[config.mk]
export PLATFORM = sky130hd
export DESIGN_NAME = stp_sync_trigger
export DESIGN_NICKNAME = d
export VERILOG_FILES = /design/src/pkg/stp_pkg.sv /design/src/pkg/stp_occ_if.sv /design/src/hw/stp_occ_filter.sv /design/src/hw/stp_sync_trigger.sv
export SDC_FILE = /design/constraint.sdc
export NUM_CORES = 1
export LEC_CHECK = 0
export BUFFER_PORTS_ARGS = -buffer_cell sky130_fd_sc_hd__buf_2
export CAP_MARGIN = 5
export CORE_UTILIZATION = 55
export DETAILED_ROUTE_END_ITERATION = 6
export HOLD_SLACK_MARGIN = 0.03
export MAX_ROUTING_LAYER = met4
export PLACE_DENSITY = 0.77
export REMOVE_ABC_BUFFERS = 1
export SLEW_MARGIN = 20
export SYNTH_ARGS = -nofsm -noshare
export SYNTH_HDL_FRONTEND = slang
export SYNTH_SLANG_ARGS = --single-unit
[constraint.sdc]
create_clock -name clk_sys -period 2.2 [get_ports clk_sys]
set_input_delay 0.22 -clock clk_sys [delete_from_list [all_inputs] [get_ports clk_sys]]
set_output_delay 0.22 -clock clk_sys [all_outputs]
set_load 0.005 [all_outputs]
[src/pkg/stp_pkg.sv]
// stp_pkg: constants, register map and types of the sync trigger block.
// assumes a 10 MHz system clock and a 32-bit APB register bus.
package stp_pkg;
  localparam int NUM_LINES = 4;
  localparam int LINE_W = 2;
  localparam int CNT_W = 8;
  localparam int MS_W = 7;
  localparam int ADDR_W = 12;

  // register byte offsets
  localparam logic [11:0] ADDR_CTRL = 12'h000;
  localparam logic [11:0] ADDR_STATUS = 12'h004;
  localparam logic [11:0] ADDR_IN_START = 12'h008;
  localparam logic [11:0] ADDR_IN_STOP = 12'h00C;
  localparam logic [11:0] ADDR_OUT_START = 12'h010;
  localparam logic [11:0] ADDR_OUT_STOP = 12'h014;

  // control bits (start, stop and clear are write-one pulses)
  localparam int CTRL_ARM = 0;
  localparam int CTRL_START = 1;
  localparam int CTRL_STOP = 2;
  localparam int CTRL_CLEAR = 3;

  // action configuration fields
  localparam int CFG_LINE_LSB = 0;
  localparam int CFG_EDGE_LSB = 2;
  localparam int CFG_POL_BIT = 2;
  localparam int CFG_EN_BIT = 4;
  localparam int CFG_ONCE_BIT = 5;
  localparam int CFG_FIRST_LSB = 8;
  localparam int CFG_FACTOR_LSB = 16;
  localparam int CFG_WIDTH_LSB = 24;

  // status fields
  localparam int STAT_REC = 0;
  localparam int STAT_START_PEND = 1;
  localparam int STAT_STOP_PEND = 2;
  localparam int STAT_IN_LSB = 8;
  localparam int STAT_OUT_LSB = 12;

  localparam logic [31:0] CFG_RST = 32'h0000_0000;
  localparam logic CTRL_ARM_RST = 1'b0;

  // input edge selection
  localparam logic [1:0] EDGE_RISE = 2'h1;
  localparam logic [1:0] EDGE_FALL = 2'h2;
  localparam logic [1:0] EDGE_BOTH = 2'h3;

  // pulse width limit and millisecond time base
  localparam logic [MS_W-1:0] MS_PULSE_MAX = 7'h63;
  localparam int CLK_PERIOD_NS = 100;
  localparam int MS_NS = 1000000;
  localparam int MS_CYCLES = MS_NS / CLK_PERIOD_NS;

  typedef enum logic [3:0] {
    REC_IDLE = 4'h1,
    REC_START_PEND = 4'h2,
    REC_RUN = 4'h4,
    REC_STOP_PEND = 4'h8
  } stp_rec_t;
endpackage

[src/pkg/stp_occ_if.sv]
// stp_occ_if: settings, occurrences and verdict of one occurrence filter.
// assumes one clock shared by the controller and the filter.
`timescale 1ns/1ps
`default_nettype none
interface stp_occ_if;
  import stp_pkg::*;
  logic enable;
  logic once;
  logic [CNT_W-1:0] skipFirst;
  logic [CNT_W-1:0] skipFactor;
  logic clear;
  logic occur;
  logic fire;
  modport filt (input enable, once, skipFirst, skipFactor, clear, occur,
    output fire);
  modport ctl (output enable, once, skipFirst, skipFactor, clear, occur,
    input fire);
endinterface
`default_nettype wire

[src/hw/stp_occ_filter.sv]
// stp_occ_filter: decides which occurrences of a trigger become actions.
// assumes occur is a one-cycle pulse and clear a session-start pulse.
`timescale 1ns/1ps
`default_nettype none
module stp_occ_filter
  import stp_pkg::*;
(
  input wire logic clk_sys,
  input wire logic rst,
  stp_occ_if.filt occ
);
  logic [CNT_W-1:0] skipCnt_q;
  logic [CNT_W-1:0] skipCnt_d;
  logic emitted_q;
  logic emitted_d;
  logic fireNow;

  always_comb
  begin
    skipCnt_d = skipCnt_q;
    emitted_d = emitted_q;
    fireNow = 1'b0;
    if (occ.enable && occ.occur)
    begin
      // initial discard first, decimation next, single shot last
      if (!emitted_q)
      begin
        if (skipCnt_q >= occ.skipFirst)
        begin
          fireNow = 1'b1;
          emitted_d = 1'b1;
          skipCnt_d = '0;
        end
        else
        begin
          skipCnt_d = skipCnt_q + 1'b1;
        end
      end
      else if (skipCnt_q >= occ.skipFactor)
      begin
        // once set: only the very first qualifying occurrence acts
        fireNow = !occ.once;
        skipCnt_d = '0;
      end
      else
      begin
        skipCnt_d = skipCnt_q + 1'b1;
      end
    end
    if (occ.clear)
    begin
      skipCnt_d = '0;
      emitted_d = 1'b0;
    end
  end

  always_ff @(posedge clk_sys)
  begin
    if (rst)
    begin
      skipCnt_q <= '0;
      emitted_q <= 1'b0;
    end
    else
    begin
      skipCnt_q <= skipCnt_d;
      emitted_q <= emitted_d;
    end
  end

  assign occ.fire = fireNow && !occ.clear;
endmodule
`default_nettype wire

[src/hw/stp_sync_trigger.sv]
// stp_sync_trigger: trigger inputs that start and stop recording on
// frame boundaries, and trigger outputs that announce start and stop.
// assumes frameTick is a one-cycle pulse on clk_sys at each frame
// boundary; syncIn pins are asynchronous; APB master on clk_sys.
//
// How it works
// - each output action drives its selected line
// - positive: idle low, high during pulse
// - negative: idle high, low during pulse
// - output single shot emits first pulse only
// - skip a set number of initial occurrences
// - skip a set number between emitted pulses
// - pulse width in milliseconds, at most 99
// - width zero keeps the output asserted
// - start recording at next frame boundary
// - stop recording when current frame ends
// - shared line: odd pulses start, even stop
// - pulse output on each recording start, stop
// - input edge: rising, falling or both
// - input single shot acts on first trigger
`timescale 1ns/1ps
`default_nettype none
module stp_sync_trigger
  import stp_pkg::*;
#(
  parameter int MS_DIV = MS_CYCLES
)
(
  input wire logic clk_sys,
  input wire logic rst,
  input wire logic psel,
  input wire logic penable,
  input wire logic pwrite,
  input wire logic [ADDR_W-1:0] paddr,
  input wire logic [31:0] pwdata,
  output logic [31:0] prdata,
  output logic pready,
  output logic pslverr,
  input wire logic frameTick,
  input wire logic [NUM_LINES-1:0] syncIn,
  output logic [NUM_LINES-1:0] syncOut,
  output logic recording
);
  // filters: 0 input start, 1 input stop, 2 output start, 3 output stop
  stp_occ_if occ [4] ();

  logic ctrlArm_q;
  logic ctrlArm_d;
  logic [31:0] cfg_q [4];
  logic [31:0] cfg_d [4];
  logic [31:0] rdata_q;
  logic [31:0] rdata_d;
  logic swStart;
  logic swStop;
  logic sessionClear;
  logic mapped;
  logic setupPhase;
  logic accessWr;

  // ---------------- APB slave: zero wait states ----------------
  assign setupPhase = psel && !penable;
  assign accessWr = psel && penable && pwrite && !pslverr;
  assign pready = 1'b1;
  assign prdata = rdata_q;
  assign pslverr = psel && penable && !mapped;

  always_comb
  begin
    if (paddr == ADDR_CTRL || paddr == ADDR_STATUS)
      mapped = 1'b1;
    else if (paddr >= ADDR_IN_START && paddr <= ADDR_OUT_STOP)
      mapped = (paddr[1:0] == 2'h0);
    else
      mapped = 1'b0;
  end

  logic [NUM_LINES-1:0] inSync1_q;
  logic [NUM_LINES-1:0] inSync2_q;
  logic [NUM_LINES-1:0] inPrev_q;
  logic [NUM_LINES-1:0] syncOut_q;
  stp_rec_t rec_q;
  stp_rec_t rec_d;

  always_comb
  begin
    ctrlArm_d = ctrlArm_q;
    for (int i = 0; i < 4; i++)
      cfg_d[i] = cfg_q[i];
    swStart = 1'b0;
    swStop = 1'b0;
    sessionClear = 1'b0;
    rdata_d = rdata_q;
    if (accessWr)
    begin
      if (paddr == ADDR_CTRL)
      begin
        ctrlArm_d = pwdata[CTRL_ARM];
        swStart = pwdata[CTRL_START];
        swStop = pwdata[CTRL_STOP];
        sessionClear = pwdata[CTRL_CLEAR];
      end
      else if (paddr == ADDR_IN_START)
        cfg_d[0] = pwdata;
      else if (paddr == ADDR_IN_STOP)
        cfg_d[1] = pwdata;
      else if (paddr == ADDR_OUT_START)
        cfg_d[2] = pwdata;
      else if (paddr == ADDR_OUT_STOP)
        cfg_d[3] = pwdata;
    end
    // read data is captured in the setup cycle, ready in the access cycle
    if (setupPhase)
    begin
      rdata_d = '0;
      if (paddr == ADDR_CTRL)
        rdata_d[CTRL_ARM] = ctrlArm_q;
      else if (paddr == ADDR_STATUS)
      begin
        rdata_d[STAT_REC] = recording;
        rdata_d[STAT_START_PEND] = (rec_q == REC_START_PEND);
        rdata_d[STAT_STOP_PEND] = (rec_q == REC_STOP_PEND);
        rdata_d[STAT_IN_LSB +: NUM_LINES] = inSync2_q;
        rdata_d[STAT_OUT_LSB +: NUM_LINES] = syncOut_q;
      end
      else if (paddr == ADDR_IN_START)
        rdata_d = cfg_q[0];
      else if (paddr == ADDR_IN_STOP)
        rdata_d = cfg_q[1];
      else if (paddr == ADDR_OUT_START)
        rdata_d = cfg_q[2];
      else if (paddr == ADDR_OUT_STOP)
        rdata_d = cfg_q[3];
    end
  end

  always_ff @(posedge clk_sys)
  begin
    if (rst)
    begin
      ctrlArm_q <= CTRL_ARM_RST;
      for (int i = 0; i < 4; i++)
        cfg_q[i] <= CFG_RST;
      rdata_q <= '0;
    end
    else
    begin
      ctrlArm_q <= ctrlArm_d;
      for (int i = 0; i < 4; i++)
        cfg_q[i] <= cfg_d[i];
      rdata_q <= rdata_d;
    end
  end

  // ---------------- input trigger detection ----------------
  logic [1:0] inEdgeHit;

  always_ff @(posedge clk_sys)
  begin
    if (rst)
    begin
      inSync1_q <= '0;
      inSync2_q <= '0;
      inPrev_q <= '0;
    end
    else
    begin
      inSync1_q <= syncIn;
      inSync2_q <= inSync1_q;
      inPrev_q <= inSync2_q;
    end
  end

  always_comb
  begin
    for (int a = 0; a < 2; a++)
    begin
      logic [LINE_W-1:0] sel;
      logic [1:0] edg;
      logic nowLvl;
      logic oldLvl;
      sel = cfg_q[a][CFG_LINE_LSB +: LINE_W];
      edg = cfg_q[a][CFG_EDGE_LSB +: 2];
      nowLvl = inSync2_q[sel];
      oldLvl = inPrev_q[sel];
      inEdgeHit[a] = ((edg == EDGE_RISE || edg == EDGE_BOTH)
                      && nowLvl && !oldLvl)
                     || ((edg == EDGE_FALL || edg == EDGE_BOTH)
                      && !nowLvl && oldLvl);
    end
  end

  // ---------------- recording sequencer ----------------
  logic startReq;
  logic stopReq;
  logic startEvt;
  logic stopEvt;

  // shared-line pairing relies on software programming the counts
  assign startReq = swStart || occ[0].fire;
  assign stopReq = swStop || occ[1].fire;

  always_comb
  begin
    rec_d = rec_q;
    startEvt = 1'b0;
    stopEvt = 1'b0;
    case (rec_q)
      REC_IDLE:
        if (startReq)
          rec_d = REC_START_PEND;
      REC_START_PEND:
        if (frameTick)
        begin
          rec_d = REC_RUN;
          startEvt = 1'b1;
        end
      REC_RUN:
        if (stopReq)
          rec_d = REC_STOP_PEND;
      REC_STOP_PEND:
        if (frameTick)
        begin
          rec_d = REC_IDLE;
          stopEvt = 1'b1;
        end
      default:
        rec_d = REC_IDLE;
    endcase
  end

  always_ff @(posedge clk_sys)
  begin
    if (rst)
      rec_q <= REC_IDLE;
    else
      rec_q <= rec_d;
  end

  assign recording = (rec_q == REC_RUN) || (rec_q == REC_STOP_PEND);

  // ---------------- occurrence filters ----------------
  logic [3:0] occEvent;
  assign occEvent = {stopEvt, startEvt, inEdgeHit & {2{ctrlArm_q}}};

  for (genvar f = 0; f < 4; f++)
  begin : g_filt
    assign occ[f].enable = cfg_q[f][CFG_EN_BIT];
    assign occ[f].once = cfg_q[f][CFG_ONCE_BIT];
    assign occ[f].skipFirst = cfg_q[f][CFG_FIRST_LSB +: CNT_W];
    assign occ[f].skipFactor = cfg_q[f][CFG_FACTOR_LSB +: CNT_W];
    assign occ[f].clear = sessionClear;
    assign occ[f].occur = occEvent[f];
    stp_occ_filter u_filt (
      .clk_sys(clk_sys),
      .rst(rst),
      .occ(occ[f])
    );
  end

  // ---------------- output pulses ----------------
  logic [15:0] msDiv_q;
  logic [15:0] msDiv_d;
  logic msTick;
  logic [1:0] outFire;
  logic [1:0] act_q;
  logic [1:0] act_d;
  logic [MS_W-1:0] msLeft_q [2];
  logic [MS_W-1:0] msLeft_d [2];
  logic [NUM_LINES-1:0] syncOut_d;

  assign outFire = {occ[3].fire, occ[2].fire};
  assign msTick = (msDiv_q == 16'(MS_DIV - 1));

  always_comb
  begin
    // divider restarts on a new pulse so its first ms is whole
    msDiv_d = (msTick || (|outFire)) ? 16'h0000 : msDiv_q + 16'h0001;
    for (int a = 0; a < 2; a++)
    begin
      logic [MS_W-1:0] w;
      w = cfg_q[a+2][CFG_WIDTH_LSB +: MS_W];
      act_d[a] = act_q[a];
      msLeft_d[a] = msLeft_q[a];
      // zero width never counts down, the line stays asserted
      if (act_q[a] && msLeft_q[a] != '0 && msTick)
      begin
        msLeft_d[a] = msLeft_q[a] - 1'b1;
        if (msLeft_q[a] == 7'h01)
          act_d[a] = 1'b0;
      end
      if (outFire[a])
      begin
        act_d[a] = 1'b1;
        msLeft_d[a] = (w > MS_PULSE_MAX) ? MS_PULSE_MAX : w;
      end
      if (sessionClear)
        act_d[a] = 1'b0;
    end
    for (int l = 0; l < NUM_LINES; l++)
    begin
      logic pol;
      logic asrt;
      pol = 1'b0;
      asrt = 1'b0;
      for (int a = 0; a < 2; a++)
        if (cfg_q[a+2][CFG_EN_BIT]
            && cfg_q[a+2][CFG_LINE_LSB +: LINE_W] == LINE_W'(l))
        begin
          pol = cfg_q[a+2][CFG_POL_BIT];
          asrt = asrt || act_q[a];
        end
      syncOut_d[l] = asrt ^ pol;
    end
  end

  always_ff @(posedge clk_sys)
  begin
    if (rst)
    begin
      msDiv_q <= '0;
      act_q <= '0;
      msLeft_q[0] <= '0;
      msLeft_q[1] <= '0;
      syncOut_q <= '0;
    end
    else
    begin
      msDiv_q <= msDiv_d;
      act_q <= act_d;
      msLeft_q[0] <= msLeft_d[0];
      msLeft_q[1] <= msLeft_d[1];
      syncOut_q <= syncOut_d;
    end
  end

  assign syncOut = syncOut_q;
endmodule
`default_nettype wire

==> impl_results.md, run 1 <==
- Final setup viols: 4
- Fin cells: between 2000 and 2500
- Slack of the critical path: -0.0241 ns
- Clock skew: 0.0133 ns
- Worst reg2reg setup slack: -0.02 ns
- Total CTS buffers: 27
- Buf/Inv on CP: 0
- Yosys cell types: just over 70
- IO Pins: 93
- CP endpoint kind: register
- Power Total: around 10 mW
- Family with the most delay on the worst path: multiplexers
- GPL Wtd Cong: roughly 0.94
- Synth area leader: dfxtp_1
- Max Cap Violations: 0
- Period Utilization, post-route: 1.01
- CP peak stage delay: roughly 0.52 ns
- Post-synth top cells: nand2_1, dfxtp_1, a21oi_1, nor2_1, ha_1
- Die area: roughly 23000 um2
- Max_slew headroom: 0.629
- Fmax: ~450 MHz
- First-pass GRT wire length: around 59 mm
- Max IR drop VDD: roughly 550 uV
- Wire per inst: ~19 um
- Data required time of the critical path: 2.62 ns
- Max Slew Vio Count: 0
- Ys flop type: dfxtp_1
- CORE AREA: 21900 um2
- Slew @ Worst Pin: 0.555 ns
- Pre-CTS WS: -0.227 ns
- Cells after synthesis: ~1500
- Global route total overflow: 0
- Ys async rst share: 0
- Layout cells sized above 1: 0.211
- DP Wirelength: 26.4 mm
- Crit Path Class: reg -> reg
- Final Cell Area: ~16000 um2
- Vias: roughly 12000
- Largest net degree at the start of global routing: between 80 and 90
- Die Height: between 150 and 200 um
- Pre-Repair DR Iteration Count: 7
- Post-DP Area: 13800 um2
- Vias in the first global route: roughly 11000
- Vias/cell: between 5 and 6
- Final min period: around 2.2 ns
- Sequential area share after synthesis: 0.405
- Input/output buffers: 91
- Num rows: between 50 and 60
- CP max-delay cell: mux4_2
- Syn Area/Cell: 8.12 um2
- N_diodes: 0
- Mapped cell area: about 12000 um2
- Synth warnings: 0
- CTS tree: done
- H-tree depth: 1
- Status: finished with violations
- CP max FO: 4
- DRT antenna net count: 0
- Most numerous cell in the Yosys netlist: nand2_1
- Worst hold path class: in -> reg
- Starting Density: 0.563
- DRC viols: 0
- Final Hold Fails: 0
- Largest cells by area after synthesis: dfxtp_1, nand2_1, ha_1
- Share of the synthesized area in the top cell type: 0.405
- Clock sinks: ~250
- Die span in x: 152 um
- Setup_tns: -0.0581 ns
- DRT Wirelength: just under 40 mm
- Seq cells post-synth: about 250
- Final net count: between 1500 and 2000
- CTS clk-pin slew, worst paths: around 0.06 ns
- Total GRT Usage: 0.342
- Worst skew pair latency: between 0.5 and 0.6 ns
- Failing checks: negative setup slack
- Setup crit start kind: register
- Layout area overhead: 26.4%
- Leak Pwr: just under 6 nW
- EDFF count, synth: 0
- Power per standard cell area: 627 nW/um2
- Crit path DAT: 2.65 ns
- Inst Count DP: between 1500 and 2000
- CP Cell Sequence: mux4_2, o221ai_2, and4_4, o211ai_2, o22a_1, a21oi_2, mux2_4
- Initial antenna violation count: 0
- RSZ-0062 raised after global routing: yes
- Initial DRC Count: approximately 1100
- Max Buffers Root-to-Sink: 3
- Number of fill cells in the layout: approximately 1700
- Cell chosen for the clock root: clkbuf_16
-- layout make-up --
| class | instances | area [um2] | share of cell area |
|---|---|---|---|
| Clock inverter | 7 | 114 | 0.00731 |
| Multi-Input combinational cell | 1112 | 7150 | 0.459 |
| Timing Repair Buffer | 245 | 1890 | 0.122 |
| Sequential cell | 249 | 5000 | 0.321 |
| Clock buffer | 39 | 781 | 0.0502 |
| Inverter | 74 | 278 | 0.0178 |
| Tap cell | 280 | 350 | 0.0225 |
-- report_power, final --
group / internal [mW] / leakage, nW / switching [mW]
clock network: 2.79 / 0.442 / 1.83
logic: 0.244 / 3.42 / 0.328
registers: 4.54 / 2.02 / 0.0243
-- final timing paths --
| check | startpoint | end | depth (start not counted) |
|---|---|---|---|
| hold / removal | frameTick | rec_q[2]$_SDFFE_PP0P_ | 3 |
| setup reg to reg | cfg_q[0][0]$_SDFFE_PP0P_ | rec_q[3]$_SDFFE_PP0P_ | 7 |
| hold reg to reg | inSync1_q[1]$_SDFF_PP0_ | inSync2_q[1]$_SDFF_PP0_ | 1 |
| setup / recovery | cfg_q[0][0]$_SDFFE_PP0P_ | rec_q[3]$_SDFFE_PP0P_ | 7 |
-- cell usage in the layout (no fill, tap or decap), types with 21 or more instances in the layout --
cell | netlist | layout
nand4_1 | 22 | 22
xor2_1 | 34 | 34
nor2_1 | 83 | 75
dlygate4sd3_1 | 0 | 36
buf_2 | 10 | 90
o21ai_1 | 23 | 23
a22o_1 | 21 | 21
nor2b_1 | 21 | 21
xnor2_1 | 25 | 24
inv_1 | 74 | 71
buf_4 | 4 | 101
ha_1 | 75 | 71
nand2_1 | 344 | 342
o21ai_0 | 30 | 28
dfxtp_1 | 249 | 234
a221oi_1 | 27 | 27
a21oi_1 | 163 | 156
clkbuf_16 | 0 | 27
-- cell families (layout without fill, tap and decap cells) --
family | count (synthesis) | in the layout | share of synthesized area
muxes | 20 | 20 | 0.0198
AOI/OAI and AO/OA | 350 | 350 | 0.179
buffers and inverters | 159 | 365 | 0.0525
DFF | 249 | 249 | 0.405
other | 1 | 1 | 0.000304
and+or+nand+nor | 604 | 607 | 0.226
xor gates and xnor gates | 59 | 59 | 0.0420
adders and majority gates | 75 | 75 | 0.0762
-- layer usage --
| metal | part of all wire | GRT usage |
|---|---|---|
| met1 | 0.41 | 0.441 |
| met2 | 0.46 | 0.527 |
| met3 | 0.087 | 0.0554 |
| met4 | 0.044 | 0.155 |
| met5 | 0 | - |
-- flip-flops by register name, indices dropped and copies added (netlist names) --
register	count
syncOut	4
msDiv_q	16
msLeft_q	14
inSync1_q	4
inPrev_q	4
act_q	2
ctrlArm_q	1
cfg_q	128
inSync2_q	4
g_filt.u_filt.skipCnt_q	32
prdata	32
rec_q	4
g_filt.u_filt.emitted_q	4
-- stage by stage --
stage	hold slack [ns]	util
after floorplan	0.289	-
after global placement	0.419	0.630
after detailed placement	0.428	0.630
after CTS	0.0308	0.693
after global routing	0.0751	0.711
final	0.0490	0.711
-- what timing repair did --
item                       4_1_cts  5_1_grt
pin swaps                       10       41
setup buffers                    2        5
gates resized for setup         24       83
gates cloned                     0        4
hold endpoints to repair       130        0
setup endpoints to repair       44       64
hold buffers                    36        0
-- worst reg2reg max path, cell delays in order (launching register included) --
cell	delay, ns
dfxtp_2	0.35
mux4_2	0.52
o221ai_2	0.09
and4_4	0.30
o211ai_2	0.12
o22a_1	0.23
a21oi_2	0.18
mux2_4	0.32
Power figures use the tool's default switching activity.
==> inputs of run 2 (changes only) <==
Settings changed: CAP_MARGIN 5 to 20, CORE_MARGIN set to 3.
==> run 2 against run 1 <==
The run still ends with negative setup slack left. Register-to-register slack lost 0.09 ns. Fmax shrank 4.0%. Critical path depth is 1 higher. Flip-flop and latch count did not move. Sequential power is essentially flat. Non-clock buffer count grew 4. Critical endpoint unchanged. Largest cell class unchanged. Highest routed layer unchanged.
==> impl_results.md, run 2 (same netlist as run 1, synthesis figures left out) <==
- DRT Wirelength: 40.5 mm (was 39.0 mm)
- Wire per inst: 20.1 um (was 19.4 um)
- Worst hold path class: in -> reg (unchanged)
- Commonest cells after routing, fill and taps aside: nand2_1, dfxtp_1, a21oi_1 (unchanged)
- Worst reg2reg setup slack: -0.12 ns (was -0.02 ns)
- Setup crit start kind: register (unchanged)
- CTS tree: done (unchanged)
- DP Wirelength: 26.0 mm (was 26.4 mm)
- IO Pins: 93 (unchanged)
- RSZ-0062 raised after global routing: yes (unchanged)
- DRC viols: 0 (unchanged)
- Vias: 12200 (was 12000)
- Pre-Repair DR Iteration Count: 6 (was 7)
- Global route total overflow: 0 (unchanged)
- Final Hold Fails: 0 (unchanged)
- Crit Path Class: reg -> reg (unchanged)
- Input/output buffers: 91 (unchanged)
- Max Cap Violations: 0 (unchanged)
- CORE AREA: 21900 um2 (unchanged)
- Setup_tns: -0.275 ns (was -0.0581 ns)
- Crit path DAT: 2.75 ns (was 2.65 ns)
- P_sw: 2.29 mW (was 2.18 mW)
- Slew @ Worst Pin: 0.601 ns (was 0.555 ns)
- Most common cell after layout, fill and taps aside: nand2_1 (unchanged)
- CTS clk-pin slew, worst paths: 0.07 ns (was 0.06 ns)
- Clock sinks: 249 (unchanged)
- CP peak stage delay: 0.38 ns (was 0.52 ns)
- Starting Density: 0.563 (unchanged)
- Vias/cell: 6.06 (was 5.99)
- Layout cells sized above 1: 0.214 (was 0.211)
- Vias in the first global route: 11600 (was 11300)
- R2R depth: 8 (was 7)
- CP Cell Sequence: inv_1, ha_1, nand4_1, o31ai_1, o211ai_2, o22a_1, a21oi_4, mux2_4 (was mux4_2, o221ai_2, and4_4, o211ai_2, o22a_1, a21oi_2, mux2_4)
- Max IR drop VDD: 658 uV (was 552 uV)
- Power Total: 10.2 mW (was 9.76 mW)
- Hold_ws: 0.101 ns (was 0.0490 ns)
- Max Buffers Root-to-Sink: 3 (unchanged)
- Sw Share: 0.224 (about the same)
- Die Height: 156 um (was 152 um)
- Total GRT Usage: 0.322 (was 0.342)
- Failing checks: negative setup slack (unchanged)
- Worst Hold Path Cells: 2 (was 3)
- Number of fill cells in the layout: 1577 (was 1705)
- R2r startpoint: cfg_q[0][23]$_SDFFE_PP0P_ (was cfg_q[0][0]$_SDFFE_PP0P_)
- FF-to-FF End: rec_q[3]$_SDFFE_PP0P_ (unchanged)
- Seq pwr share: 0.447 (was 0.468)
- Leak Pwr: 5.93 nW (was 5.88 nW)
- Max Slew Vio Count: 0 (unchanged)
- Pre-CTS WS: -0.231 ns (was -0.227 ns)
- Inst Count DP: 1906 (was 1914)
- CP endpoint kind: register (unchanged)
- Max_slew headroom: 0.600 (was 0.629)
- Slack of the critical path: -0.117 ns (was -0.0241 ns)
- Hold path start: rst (was frameTick)
- Initial DRC Count: 1308 (was 1140)
- Final net count: 1839 (was 1838)
- Logic pwr share: 0.059 (about the same)
- Period Utilization, post-route: 1.05 (was 1.01)
- Largest net degree at the start of global routing: 87 (was 83)
- Cell chosen for the clock root: clkbuf_16 (unchanged)
- Worst skew pair latency: 0.55 ns (was 0.54 ns)
- Clock skew: 0.0228 ns (was 0.0133 ns)
- GPL Wtd Cong: 0.919 (was 0.944)
- Total CTS buffers: 27 (unchanged)
- Status: finished with violations (unchanged)
- Final setup viols: 3 (was 4)
- Fmax: 432 MHz (was 450 MHz)
- Num rows: 54 (unchanged)
- Final min period: 2.32 ns (was 2.22 ns)
- Cell internal pwr: 7.93 mW (was 7.58 mW)
- First-pass GRT wire length: 61.2 mm (was 59.4 mm)
- CP max FO: 3 (was 4)
- Min-Delay Endpoint: inPrev_q[1]$_SDFF_PP0_ (was rec_q[2]$_SDFFE_PP0P_)
- Number of flip-flops in the largest register: 128 (unchanged)
- CP max-delay cell: o31ai_1 (was mux4_2)
- Die area: 24200 um2 (was 23000 um2)
- Layout area overhead: 28.1% (was 26.4%)
- Data required time of the critical path: 2.64 ns (was 2.62 ns)
- Fin cells: 2011 (was 2006)
- N_diodes: 0 (unchanged)
- Clock group share of total power: 0.494 (was 0.474)
- Power per standard cell area: 647 nW/um2 (was 627 nW/um2)
- Biggest register: cfg_q (unchanged)
- H-tree depth: 1 (unchanged)
- DRT antenna net count: 0 (unchanged)
- Initial antenna violation count: 0 (unchanged)
- Die span in x: 156 um (was 152 um)
[run 2: worst max path at each step]
stage | from | cells after the start | slack [ns] | end
2_1_floorplan | paddr[8] | 6 | -0.48 | cfg_q[0][0]$_SDFFE_PP0P_
3_3_place_gp | g_filt[1].u_filt.skipCnt_q[0]$_SDFFE_PP0P_ | 9 | -0.17 | rec_q[3]$_SDFFE_PP0P_
3_5_place_dp | g_filt[1].u_filt.skipCnt_q[0]$_SDFFE_PP0P_ | 9 | -0.23 | rec_q[3]$_SDFFE_PP0P_
4_1_cts | cfg_q[0][0]$_SDFFE_PP0P_ | 7 | -0.02 | rec_q[3]$_SDFFE_PP0P_
5_1_grt | g_filt[0].u_filt.skipCnt_q[0]$_SDFFE_PP0P_ | 9 | -0.18 | rec_q[3]$_SDFFE_PP0P_
6_report | cfg_q[0][23]$_SDFFE_PP0P_ | 8 | -0.12 | rec_q[3]$_SDFFE_PP0P_
[run 2: power by group through the flow]
stage | logic [mW] | clock network [mW] | registers, mW
detailed placement | 0.475 | 0 | 4.67
finish | 0.603 | 5.04 | 4.57
global route | 0.639 | 5.24 | 4.57
CTS | 0.549 | 5.05 | 4.57
global placement | 0.463 | 0 | 4.66
floorplan | 0.182 | 0 | 4.67
[run 2: routing by layer]
metal	global-route usage	share of wire	vias up	routed length (um)
li1	-	-	5643	-
met1	0.416	0.40	5749	16200
met4	0.115	0.041	0	1640
met3	0.0485	0.088	134	3560
met2	0.517	0.47	660	19100
met5	-	0	-	0
[run 2: layout make-up]
cell class              count  area [um2]  share of cell area
repair buffers            249        1980               0.126
clock inverters            13         225              0.0143
multi-input cells        1109        7180               0.455
well taps                 280         350              0.0222
clock buffers              37         763              0.0484
inverters                  74         278              0.0176
flip-flops and latches    249        5000               0.317
[run 2: critical path, delay by kind of cell, from the launching register on]
kind,cells,cell delay [ns]
compound gates,4,1.01
flops,1,0.37
fa+ha+maj,1,0.35
mux,1,0.32
simple gates,1,0.11
buf+inv,1,0.06
[run 2: stage by stage]
| step | utilization | area [um2] |
|---|---|---|
| 6_report | 0.721 | 15800 |
| 5_1_grt | 0.721 | 15800 |
| 2_1_floorplan | - | 11900 |
| 4_1_cts | 0.697 | 15300 |
| 3_3_place_gp | 0.628 | 13700 |
| 3_5_place_dp | 0.628 | 13700 |
[run 2: timing repair]
action | 4_1_cts | 5_1_grt
setup endpoints to repair | 42 | 65
hold endpoints to repair | 134 | 0
gates cloned | 0 | 4
gates resized for setup | 31 | 79
hold buffers | 37 | 0
buffers inserted | 5 | 10
pin swaps | 13 | 33
